$ cat src/verilog/gncu_map.svh
// Constants of the gain normalization command unit: APB offsets,
// command and status fields, defaults, limits and fixed-point scale.
// Assumes an 8-bit APB byte address and 32-bit data.
`ifndef GNCU_MAP_SVH
`define GNCU_MAP_SVH

// APB byte offsets
`define GNCU_ADDR_CMD      8'h00
`define GNCU_ADDR_CONFIG   8'h04
`define GNCU_ADDR_STATUS   8'h08
`define GNCU_ADDR_RSENS    8'h0c
`define GNCU_ADDR_RLEVEL   8'h10
`define GNCU_ADDR_REXPECT  8'h14
`define GNCU_ADDR_RGAIN    8'h18

// Command word fields
`define GNCU_CMD_OP_MSB    30
`define GNCU_CMD_OP_LSB    28
`define GNCU_CMD_CH_MSB    20
`define GNCU_CMD_CH_LSB    16
`define GNCU_CMD_VAL_MSB   13
`define GNCU_CMD_VAL_LSB   0

// Status word fields
`define GNCU_STAT_BUSY     0
`define GNCU_STAT_RES_MSB  6
`define GNCU_STAT_RES_LSB  4

// Channel and value limits
`define GNCU_LAST_CHAN     5'h10
`define GNCU_VALUE_MAX     14'h270f
`define GNCU_LEVEL_MIN     14'h0001
`define GNCU_LEVEL_MAX     14'h000a

// Defaults: 1000.0 mV/unit in tenths, 1 V/unit, 1 unit, gain 1.0
`define GNCU_DEF_SENS      14'h2710
`define GNCU_DEF_LEVEL     4'h1
`define GNCU_DEF_EXPECT    14'h0001
`define GNCU_DEF_GAIN      21'h002710

// Gain is held times 10000; numerator is level times 1e8
`define GNCU_NUM_SCALE     30'h05f5e100
`define GNCU_GAIN_MIN_STD  30'h000003e8
`define GNCU_GAIN_MIN_EXT  30'h00000019
`define GNCU_GAIN_MAX      30'h001e8480

// Strap settle time after reset release, in cycles
`define GNCU_BOOT_WAIT     2'h3

`endif

$ cat src/verilog/gncu_pkg.sv
// Types of the gain normalization command unit.
// Assumes gncu_map.svh for all numeric constants.
package gncu_pkg;

  typedef enum logic [2:0]
  {
    OP_NONE  = 3'b000,
    OP_SETN  = 3'b001,
    OP_SETE  = 3'b010,
    OP_QRYN  = 3'b011,
    OP_QRYE  = 3'b100
  } gncu_op_type;

  typedef enum logic [2:0]
  {
    RES_NONE  = 3'b000,
    RES_OK    = 3'b001,
    RES_RANGE = 3'b010,
    RES_BADCH = 3'b011,
    RES_QUERY = 3'b100
  } gncu_result_type;

  typedef enum logic [3:0]
  {
    S_BOOT    = 4'b0000,
    S_DEFLT   = 4'b0001,
    S_IDLE    = 4'b0010,
    S_CHECK   = 4'b0011,
    S_LVLRD   = 4'b0100,
    S_LVLGET  = 4'b0101,
    S_CHRD    = 4'b0110,
    S_CHGET   = 4'b0111,
    S_DIVWAIT = 4'b1000,
    S_LVLWR   = 4'b1001
  } gncu_state_type;

  typedef struct packed
  {
    logic [3:0]  level;
    logic [13:0] sens;
    logic [13:0] expIn;
    logic [20:0] gain;
  } gncu_word_type;

  typedef struct packed
  {
    logic        busy;
    logic        done;
    logic [4:0]  count;
    logic [27:0] rem;
    logic [29:0] quo;
  } gncu_div_type;

  typedef struct packed
  {
    gncu_state_type  state;
    logic [1:0]      waitCnt;
    logic [4:0]      idx;
    gncu_op_type     op;
    logic [4:0]      chan;
    logic [13:0]     value;
    logic            checkPass;
    logic [3:0]      newLevel;
    gncu_word_type   word;
    logic            busy;
    gncu_result_type result;
    logic            extRange;
    gncu_word_type   reply;
    logic            sync1;
    logic            sync2;
    logic            sync3;
    logic            fitted;
    logic            memWe;
    logic [4:0]      rdAddr;
    logic [4:0]      wrAddr;
    gncu_word_type   wrData;
    logic            divStart;
    logic [31:0]     prdata;
    logic            pready;
    logic            pslverr;
  } gncu_main_type;

endpackage

$ cat src/verilog/gncu_store.sv
// Per-channel settings store, slot 0 holds the rack output level.
// Contents survive sys_rst, standing for the non-volatile memory;
// read data come out of a register one cycle after the address.
`timescale 1ns/1ps
`default_nettype none

module gncu_store
(
  input  wire logic                   mclk,
  input  wire logic                   we,
  input  wire logic [4:0]             wrAddr,
  input  wire gncu_pkg::gncu_word_type wrData,
  input  wire logic [4:0]             rdAddr,
  output var gncu_pkg::gncu_word_type rdData
);

  gncu_pkg::gncu_word_type mem [0:16];

  always_ff @(posedge mclk)
  begin
    if (we)
    begin
      mem[wrAddr] <= wrData;
    end
    rdData <= mem[rdAddr];
  end

endmodule

`default_nettype wire

$ cat src/verilog/gncu_divider.sv
// Sequential restoring divider, one quotient bit per clock.
// A start pulse loads the dividend, the divisor is read every cycle; done pulses 31 cycles later.
// A zero divisor yields an all-ones quotient.
`timescale 1ns/1ps
`default_nettype none

module gncu_divider
(
  input  wire logic        mclk,
  input  wire logic        sys_rst,
  input  wire logic        start,
  input  wire logic [29:0] numer,
  input  wire logic [27:0] denom,
  output logic             done,
  output logic [29:0]      quot
);

  gncu_pkg::gncu_div_type r;
  gncu_pkg::gncu_div_type next_r;
  logic [28:0]            trial;

  always_comb
  begin
    next_r = r;
    next_r.done = 1'b0;
    trial = {r.rem, r.quo[29]};
    if (start)
    begin
      next_r.busy = 1'b1;
      next_r.count = 5'h00;
      next_r.rem = 28'h0000000;
      next_r.quo = numer;
    end
    else if (r.busy)
    begin
      if (trial >= {1'b0, denom})
      begin
        next_r.rem = 28'(trial - {1'b0, denom});
        next_r.quo = {r.quo[28:0], 1'b1};
      end
      else
      begin
        next_r.rem = trial[27:0];
        next_r.quo = {r.quo[28:0], 1'b0};
      end
      next_r.count = 5'(r.count + 5'h01);
      if (r.count == 5'h1d)
      begin
        next_r.busy = 1'b0;
        next_r.done = 1'b1;
      end
    end
  end

  always_ff @(posedge mclk)
  begin
    if (sys_rst)
    begin
      r <= '0;
    end
    else
    begin
      r <= next_r;
    end
  end

  assign done = r.done;
  assign quot = r.quo;

endmodule

`default_nettype wire

$ cat src/verilog/gncu_top.sv
// Gain normalization command unit: takes parsed sensitivity, output
// level and expected-input commands over APB, computes each channel's
// gain, checks it and reports acceptance, errors or stored values.
// Assumes a host that parses the ASCII text and an APB master.
//
// Notes on behaviour
// - A sensitivity command names channel 1 to 16, stores its sensitivity and recomputes its gain.
// - Sensitivity is given in tenths of a millivolt per unit, up to 999.9.
// - A sensitivity command to channel zero sets the rack output level for all channels.
// - The rack output level is a whole number of volts per unit from 1 to 10.
// - Gain is output level over sensitivity times expected input, scaled mV to V.
// - Gain must lie in 0.1 to 200, or 0.0025 to 200 with the extended range.
// - An accepted request updates the affected gains and reports success.
// - A gain outside the limits reports an out-of-range error.
// - A sensitivity query reports the channel's sensitivity and the output level.
// - An expected-input command names channel 1 to 16 and stores its expected input.
// - An expected-input query reports sensitivity, output level and expected input.
// - Defaults are 1000 mV/unit, 1 V/unit and 1 unit.
// - With the memory fitted, all settings and gains survive reset.
// - Without the memory, defaults are loaded at every reset.
//
// Design decisions made here: the register addresses and register access over APB.
`include "gncu_map.svh"
`timescale 1ns/1ps
`default_nettype none

module gncu_top
(
  input  wire logic        mclk,
  input  wire logic        sys_rst,
  input  wire logic        memOptionFitted,
  input  wire logic        psel,
  input  wire logic        penable,
  input  wire logic        pwrite,
  input  wire logic [7:0]  paddr,
  input  wire logic [31:0] pwdata,
  output logic [31:0]      prdata,
  output logic             pready,
  output logic             pslverr
);

  gncu_pkg::gncu_main_type r;
  gncu_pkg::gncu_main_type next_r;
  gncu_pkg::gncu_word_type rdWord;
  gncu_pkg::gncu_word_type defWord;
  logic                    divDone;
  logic [29:0]             divQuot;
  logic [29:0]             divNumer;
  logic [27:0]             divDenom;
  logic [29:0]             gainMin;
  logic                    gainOk;
  logic                    apbAccess;
  gncu_pkg::gncu_op_type   cmdOp;
  logic [4:0]              cmdChan;
  logic [13:0]             cmdValue;

  assign divNumer = 30'(r.newLevel * `GNCU_NUM_SCALE);
  assign divDenom = r.word.sens * r.word.expIn;

  assign gainMin = r.extRange ? `GNCU_GAIN_MIN_EXT : `GNCU_GAIN_MIN_STD;
  assign gainOk = (divQuot >= gainMin) && (divQuot <= `GNCU_GAIN_MAX);

  assign apbAccess = psel && penable && !r.pready;
  assign cmdOp = gncu_pkg::gncu_op_type'(pwdata[`GNCU_CMD_OP_MSB:`GNCU_CMD_OP_LSB]);
  assign cmdChan = pwdata[`GNCU_CMD_CH_MSB:`GNCU_CMD_CH_LSB];
  assign cmdValue = pwdata[`GNCU_CMD_VAL_MSB:`GNCU_CMD_VAL_LSB];

  assign defWord = '{level: `GNCU_DEF_LEVEL, sens: `GNCU_DEF_SENS,
                     expIn: `GNCU_DEF_EXPECT, gain: `GNCU_DEF_GAIN};

  gncu_store u_store
  (
    .mclk   (mclk),
    .we     (r.memWe),
    .wrAddr (r.wrAddr),
    .wrData (r.wrData),
    .rdAddr (r.rdAddr),
    .rdData (rdWord)
  );

  gncu_divider u_divider
  (
    .mclk    (mclk),
    .sys_rst (sys_rst),
    .start   (r.divStart),
    .numer   (divNumer),
    .denom   (divDenom),
    .done    (divDone),
    .quot    (divQuot)
  );

  always_comb
  begin
    next_r = r;
    next_r.memWe = 1'b0;
    next_r.divStart = 1'b0;
    next_r.pready = 1'b0;
    next_r.pslverr = 1'b0;
    // Memory-option strap synchroniser
    next_r.sync1 = memOptionFitted;
    next_r.sync2 = r.sync1;
    next_r.sync3 = r.sync2;
    if (r.sync2 == r.sync3)
    begin
      next_r.fitted = r.sync3;
    end

    case (r.state)
      gncu_pkg::S_BOOT:
      begin
        next_r.waitCnt = 2'(r.waitCnt + 2'h1);
        if (r.waitCnt == `GNCU_BOOT_WAIT)
        begin
          next_r.idx = 5'h00;
          // keep stored settings
          // Filtered strap of this cycle, the register lags by one
          if (next_r.fitted)
          begin
            next_r.state = gncu_pkg::S_IDLE;
          end
          else
          begin
            next_r.state = gncu_pkg::S_DEFLT;
          end
        end
      end
      gncu_pkg::S_DEFLT:
      begin
        next_r.memWe = 1'b1;
        next_r.wrAddr = r.idx;
        next_r.wrData = defWord;
        next_r.idx = 5'(r.idx + 5'h01);
        if (r.idx == `GNCU_LAST_CHAN)
        begin
          next_r.state = gncu_pkg::S_IDLE;
        end
      end
      gncu_pkg::S_IDLE:
      begin
        next_r.busy = 1'b0;
      end
      gncu_pkg::S_CHECK:
      begin
        next_r.state = gncu_pkg::S_IDLE;
        next_r.busy = 1'b0;
        if (r.chan > `GNCU_LAST_CHAN || r.op == gncu_pkg::OP_NONE ||
            r.op > gncu_pkg::OP_QRYE ||
            (r.chan == 5'h00 && r.op != gncu_pkg::OP_SETN &&
             r.op != gncu_pkg::OP_QRYN))
        begin
          next_r.result = gncu_pkg::RES_BADCH;
        end
        else if (r.op == gncu_pkg::OP_SETN && r.chan == 5'h00 &&
                 (r.value < `GNCU_LEVEL_MIN || r.value > `GNCU_LEVEL_MAX))
        begin
          next_r.result = gncu_pkg::RES_RANGE;
        end
        else if (r.value > `GNCU_VALUE_MAX)
        begin
          next_r.result = gncu_pkg::RES_RANGE;
        end
        else
        begin
          next_r.busy = 1'b1;
          next_r.rdAddr = 5'h00;
          next_r.state = gncu_pkg::S_LVLRD;
        end
      end
      gncu_pkg::S_LVLRD:
      begin
        next_r.state = gncu_pkg::S_LVLGET;
      end
      gncu_pkg::S_LVLGET:
      begin
        next_r.state = gncu_pkg::S_CHRD;
        if (r.chan == 5'h00 && r.op == gncu_pkg::OP_QRYN)
        begin
          next_r.reply = rdWord;
          next_r.result = gncu_pkg::RES_QUERY;
          next_r.busy = 1'b0;
          next_r.state = gncu_pkg::S_IDLE;
        end
        else if (r.chan == 5'h00)
        begin
          next_r.newLevel = r.value[3:0];
          next_r.checkPass = 1'b1;
          next_r.idx = 5'h01;
          next_r.rdAddr = 5'h01;
        end
        else
        begin
          next_r.newLevel = rdWord.level;
          next_r.idx = r.chan;
          next_r.rdAddr = r.chan;
        end
      end
      gncu_pkg::S_CHRD:
      begin
        next_r.state = gncu_pkg::S_CHGET;
      end
      gncu_pkg::S_CHGET:
      begin
        next_r.word = rdWord;
        if (r.op == gncu_pkg::OP_QRYN || r.op == gncu_pkg::OP_QRYE)
        begin
          next_r.reply = rdWord;
          next_r.reply.level = r.newLevel;
          next_r.result = gncu_pkg::RES_QUERY;
          next_r.busy = 1'b0;
          next_r.state = gncu_pkg::S_IDLE;
        end
        else
        begin
          if (r.op == gncu_pkg::OP_SETN && r.chan != 5'h00)
          begin
            next_r.word.sens = r.value;
          end
          if (r.op == gncu_pkg::OP_SETE)
          begin
            next_r.word.expIn = r.value;
          end
          next_r.word.level = r.newLevel;
          next_r.divStart = 1'b1;
          next_r.state = gncu_pkg::S_DIVWAIT;
        end
      end
      gncu_pkg::S_DIVWAIT:
      begin
        if (divDone)
        begin
          if (!gainOk)
          begin
            next_r.result = gncu_pkg::RES_RANGE;
            next_r.busy = 1'b0;
            next_r.state = gncu_pkg::S_IDLE;
          end
          else if (r.checkPass)
          begin
            next_r.idx = 5'(r.idx + 5'h01);
            next_r.rdAddr = 5'(r.idx + 5'h01);
            next_r.state = gncu_pkg::S_CHRD;
            if (r.idx == `GNCU_LAST_CHAN)
            begin
              next_r.checkPass = 1'b0;
              next_r.idx = 5'h01;
              next_r.rdAddr = 5'h01;
            end
          end
          else
          begin
            next_r.memWe = 1'b1;
            next_r.wrAddr = r.idx;
            next_r.wrData = r.word;
            next_r.wrData.gain = divQuot[20:0];
            next_r.reply = next_r.wrData;
            if (r.chan != 5'h00)
            begin
              next_r.result = gncu_pkg::RES_OK;
              next_r.busy = 1'b0;
              next_r.state = gncu_pkg::S_IDLE;
            end
            else if (r.idx == `GNCU_LAST_CHAN)
            begin
              next_r.state = gncu_pkg::S_LVLWR;
            end
            else
            begin
              next_r.idx = 5'(r.idx + 5'h01);
              next_r.rdAddr = 5'(r.idx + 5'h01);
              next_r.state = gncu_pkg::S_CHRD;
            end
          end
        end
      end
      gncu_pkg::S_LVLWR:
      begin
        next_r.memWe = 1'b1;
        next_r.wrAddr = 5'h00;
        next_r.wrData = defWord;
        next_r.wrData.level = r.newLevel;
        next_r.result = gncu_pkg::RES_OK;
        next_r.busy = 1'b0;
        next_r.state = gncu_pkg::S_IDLE;
      end
      default:
      begin
        next_r.state = gncu_pkg::S_IDLE;
      end
    endcase

    // APB slave, one wait state on every access
    if (apbAccess)
    begin
      next_r.pready = 1'b1;
      next_r.prdata = 32'h00000000;
      if (pwrite)
      begin
        if (paddr == `GNCU_ADDR_CMD)
        begin
          if (r.state != gncu_pkg::S_IDLE)
          begin
            next_r.pslverr = 1'b1;
          end
          else
          begin
            next_r.op = cmdOp;
            next_r.chan = cmdChan;
            next_r.value = cmdValue;
            next_r.checkPass = 1'b0;
            next_r.busy = 1'b1;
            next_r.result = gncu_pkg::RES_NONE;
            next_r.state = gncu_pkg::S_CHECK;
          end
        end
        else if (paddr == `GNCU_ADDR_CONFIG)
        begin
          next_r.extRange = pwdata[0];
        end
        else
        begin
          next_r.pslverr = 1'b1;
        end
      end
      else if (paddr == `GNCU_ADDR_CONFIG)
      begin
        next_r.prdata = {31'h00000000, r.extRange};
      end
      else if (paddr == `GNCU_ADDR_STATUS)
      begin
        next_r.prdata[`GNCU_STAT_BUSY] = r.busy;
        next_r.prdata[`GNCU_STAT_RES_MSB:`GNCU_STAT_RES_LSB] = r.result;
      end
      else if (paddr == `GNCU_ADDR_RSENS)
      begin
        next_r.prdata = {18'h00000, r.reply.sens};
      end
      else if (paddr == `GNCU_ADDR_RLEVEL)
      begin
        next_r.prdata = {28'h0000000, r.reply.level};
      end
      else if (paddr == `GNCU_ADDR_REXPECT)
      begin
        next_r.prdata = {18'h00000, r.reply.expIn};
      end
      else if (paddr == `GNCU_ADDR_RGAIN)
      begin
        next_r.prdata = {11'h000, r.reply.gain};
      end
      else
      begin
        next_r.pslverr = 1'b1;
      end
    end
  end

  always_ff @(posedge mclk)
  begin
    if (sys_rst)
    begin
      r <= '0;
    end
    else
    begin
      r <= next_r;
    end
  end

  assign prdata = r.prdata;
  assign pready = r.pready;
  assign pslverr = r.pslverr;

endmodule

`default_nettype wire

$ cat config.mk
export PLATFORM = sky130hd
export DESIGN_NAME = gncu_top
export DESIGN_NICKNAME = d
export VERILOG_FILES = /design/src/verilog/gncu_pkg.sv /design/src/verilog/gncu_store.sv /design/src/verilog/gncu_divider.sv /design/src/verilog/gncu_top.sv
export VERILOG_INCLUDE_DIRS = /design/src /design/src/verilog
export SDC_FILE = /design/constraint.sdc
export NUM_CORES = 2
export LEC_CHECK = 0
export ABC_CLOCK_PERIOD_IN_PS = 9250
export BUFFER_PORTS_ARGS = -buffer_cell sky130_fd_sc_hd__buf_2
export CORE_MARGIN = 1.5
export CORE_UTILIZATION = 50
export CTS_BUF_LIST = sky130_fd_sc_hd__clkbuf_4 sky130_fd_sc_hd__clkbuf_8 sky130_fd_sc_hd__clkbuf_16
export DETAILED_ROUTE_END_ITERATION = 16
export PLACE_DENSITY = 0.66
export SYNTH_ARGS = -nofsm -noshare
export SYNTH_HDL_FRONTEND = slang
export SYNTH_SLANG_ARGS = --single-unit
$ cat constraint.sdc
create_clock -name mclk -period 9.25 [get_ports mclk]
set_input_delay 2.3125 -clock mclk [delete_from_list [all_inputs] [get_ports mclk]]
set_output_delay 2.3125 -clock mclk [all_outputs]
set_load 0.03 [all_outputs]
==> results.yml <==
outcome:
  status: "completed"
clock_network:
  clk_latency_ns: 0.73
  clk_pin_slew_ns: 0.07
  root_buffer: "clkbuf_16"
  htreeDepth: 3
  tritoncts: "done"
  cts_max_path_buffers: 3
  clock_sinks: 1239
  post_cts_buffers: 0
  cts_inserted_buffers: 120
power:
  p_leak_nw: 22.0
  p_per_area_mw_per_mm2: 180
  intPower_mw: 9.07
  power_frac_seq_pct: 52.6
  p_clk_share_pct: 45.6
  combPwrFrac_pct: 1.7
  swShare_pct: 20.5
  ir_worst_vdd_mv: 0.172
  p_sw_mw: 2.33
detailed_routing:
  vias: 34000
  via_per_inst: 6.03
  ant_nets: 0
  initialDrtViolationCount: 3419
  first_pass_iters: 6
  finalWirelength_um: 145000
  remaining_drc_errors: 0
  wire_per_inst_um: 25.6
hold_path:
  worstHoldStart: "u_store.mem[16][27]"
  hold_path_class: "reg2reg"
  worstHoldPathCells: 1
  min_to: "u_store.rdData[27]"
global_route:
  grt_pass1_wl_um: 216000
  grt_antenna_before_repair: 0
  grt_overflow: 0
  track_usage_pct: 25.0
  grt_pass1_vias: 34100
  grt_max_degree: 110
floorplan:
  coreArea_mm2: 0.114
  initial_core_util_pct: 50.3
  io_pins: 80
  die_width_um: 342
  rows: 124
  dieArea_mm2: 0.117
  die_h_um: 342
placed_design:
  portBuffers: 58
  dp.cells: 5411
  place_congestion: 0.930
  dp_slack_ns: 0.661
  dpl.hpwl_um: 88000
  dpl_cell_area_mm2: 0.0591
yosys:
  synth.distinct_cells: 96
  avgSynthCellArea_um2: 14.2
  synth_edf_count: 901
  yosys_most_used_dff: "edfxtp_1"
  async_reset_ff_share_pct: 0
  synth.yosys.seq_area_share_pct: 59.0
  syn_area_mm2: 0.0573
  synth.ff_latch_count: 1239
  yosysWarnings: 0
  syn-instance-count: 4022
timing:
  fmax_ghz: 0.115
  setup_viol: 0
  setup-tns-final_ns: 0
  fin_crit_ns: 8.67
  finalCritPeriodShare_pct: 93.8
  worstMarginPinSlew_ns: 1.30
  max_slew_margin_pct: 13.4
  finClkSkew_ns: 0.0581
  rsz0062_at_grt: "false"
  maxSlewViolCount: 0
  whs_ns: 0.445
  hold_viol: 0
  worst_slack_ns: 0.578
worst_setup_path:
  r2r_cells: 28
  slowest_stage: "dfxtp_1"
  end_kind: "flop"
  crit_path_start_kind: "flop"
  worstPathMaxFanout: 25
  rrSetupSlack_ns: 0.58
  cpPeakStageDelay_ns: 0.91
  cp.required_ns: 9.85
  crit_family: "adder cells"
  path_buf_inv: 4
  timing.rr.start: "r[201]"
  crit_type: "reg2reg"
  reg2reg_to: "u_divider.r[56]"
  crit_arrival_ns: 9.27
  crit_top_cell: "fa_1"
final_layout:
  syn_to_final_growth_pct: 10.6
  fin_nets: 4370
  layout_common_cells: "edfxtp_1, nand2_1, dfxtp_1"
  fin_area_mm2: 0.0634
  final_common_cell: "edfxtp_1"
  fin_cells: 5641
  final_layout_size_suffix_gt1_share_pct: 18.8
flow_run:
  cap_violations: 0
-- per-stage QoR --
| stage | total power, mW | util [%] |
|---|---|---|
| after floorplan | 6.24 | - |
| after global placement | 6.31 | 51.8 |
| after detailed placement | 6.31 | 51.8 |
| after CTS | 11.5 | 55.6 |
| after global routing | 11.7 | 55.6 |
| final | 11.4 | 55.6 |
-- kinds of logic (layout without fill, tap and decap cells) --
| logic type | after synthesis | count (layout) | share of synthesized area [%] |
|---|---|---|---|
| buffers and inverters | 453 | 549 | 3.35 |
| XOR/XNOR | 57 | 57 | 0.871 |
| other | 1 | 12 | 0.00654 |
| flip-flops | 1239 | 1239 | 59.0 |
| adder cells (fa/ha/maj) | 304 | 304 | 8.60 |
| AND/OR/NAND/NOR | 1019 | 1019 | 8.25 |
| AO/OA/AOI/OAI | 576 | 576 | 7.47 |
| multiplexers | 373 | 373 | 12.4 |
-- registers in the layout, summed over array words and instances (netlist names) --
signal and count:
next_r 2, prdata 21, pready 1, pslverr 1, r 195, u_divider.done 1
u_divider.quot 30, u_divider.r 34, u_store.mem 901, u_store.rdData 53
-- worst max-delay path by stage --
stage | slack, ns | from | depth (start not counted) | to
global placement | 0.67 | r[201] | 28 | u_divider.r[35]
finish | 0.58 | r[201] | 28 | u_divider.r[56]
floorplan | 1.40 | r[195] | 30 | u_divider.r[44]
global route | 0.09 | r[201] | 28 | u_divider.r[56]
CTS | 0.59 | r[201] | 28 | u_divider.r[35]
detailed placement | 0.66 | r[201] | 28 | u_divider.r[35]
-- power groups by stage --
stage / clock, mW / combinational (mW) / sequential (mW)
6_report: 5.20 / 0.196 / 6.00
5_1_grt: 5.49 / 0.210 / 6.00
4_1_cts: 5.28 / 0.194 / 6.00
3_5_place_dp: 0 / 0.193 / 6.12
3_3_place_gp: 0 / 0.192 / 6.12
2_1_floorplan: 0 / 0.136 / 6.10
-- synthesized netlist by cell type (all sizes together) (8+ instances only) --
cell	number	area, um^2
xnor2	32	280
and2	127	795
nand3	69	390
nand4	14	87.6
a211oi	38	290
nor4	20	131
mux2	57	642
dfxtp	338	6770
or3	9	56.3
xor2	25	219
o21bai	10	75.1
o21ai	72	364
clkbuf	179	672
nor3	57	290
and3	9	56.3
nand2	387	1450
a22o	22	193
a31oi	19	125
buf	83	533
o211ai	23	173
a22oi	26	195
inv	191	717
mux4	265	5970
ha	153	1910
o21a	17	128
nor2	267	1020
edfxtp	901	27100
a222oi	8	80.1
nand2b	13	81.3
fa	150	3000
nor2b	13	81.3
o31ai	11	96.3
a311oi	83	977
mux2i	51	510
a21o	30	225
a21oi	157	820
-- timing repair --
action,in CTS,in global routing
hold buffers,0,0
endpoints found under the hold margin,0,0
gates resized for setup,0,1
setup endpoints to repair,0,1
-- metal layers --
layer | track usage [%] | routed length, um | vias up
li1 | - | - | 15000
met1 | 35.1 | 61300 | 17400
met2 | 38.6 | 65900 | 1366
met3 | 5.91 | 13100 | 231
met4 | 7.75 | 4280 | 0
met5 | 0 | 0 | -
-- layout make-up --
class	count	area, um^2
fillers	9089	50600
flip-flops and latches	1239	33800
multi-input cells	2340	21800
clock buffers	172	3620
well taps	1512	1890
repair buffers	129	857
inverters	191	717
clock inverters	57	713
diodes	1	2.50
Note: power is estimated with default switching activity, not from simulation.
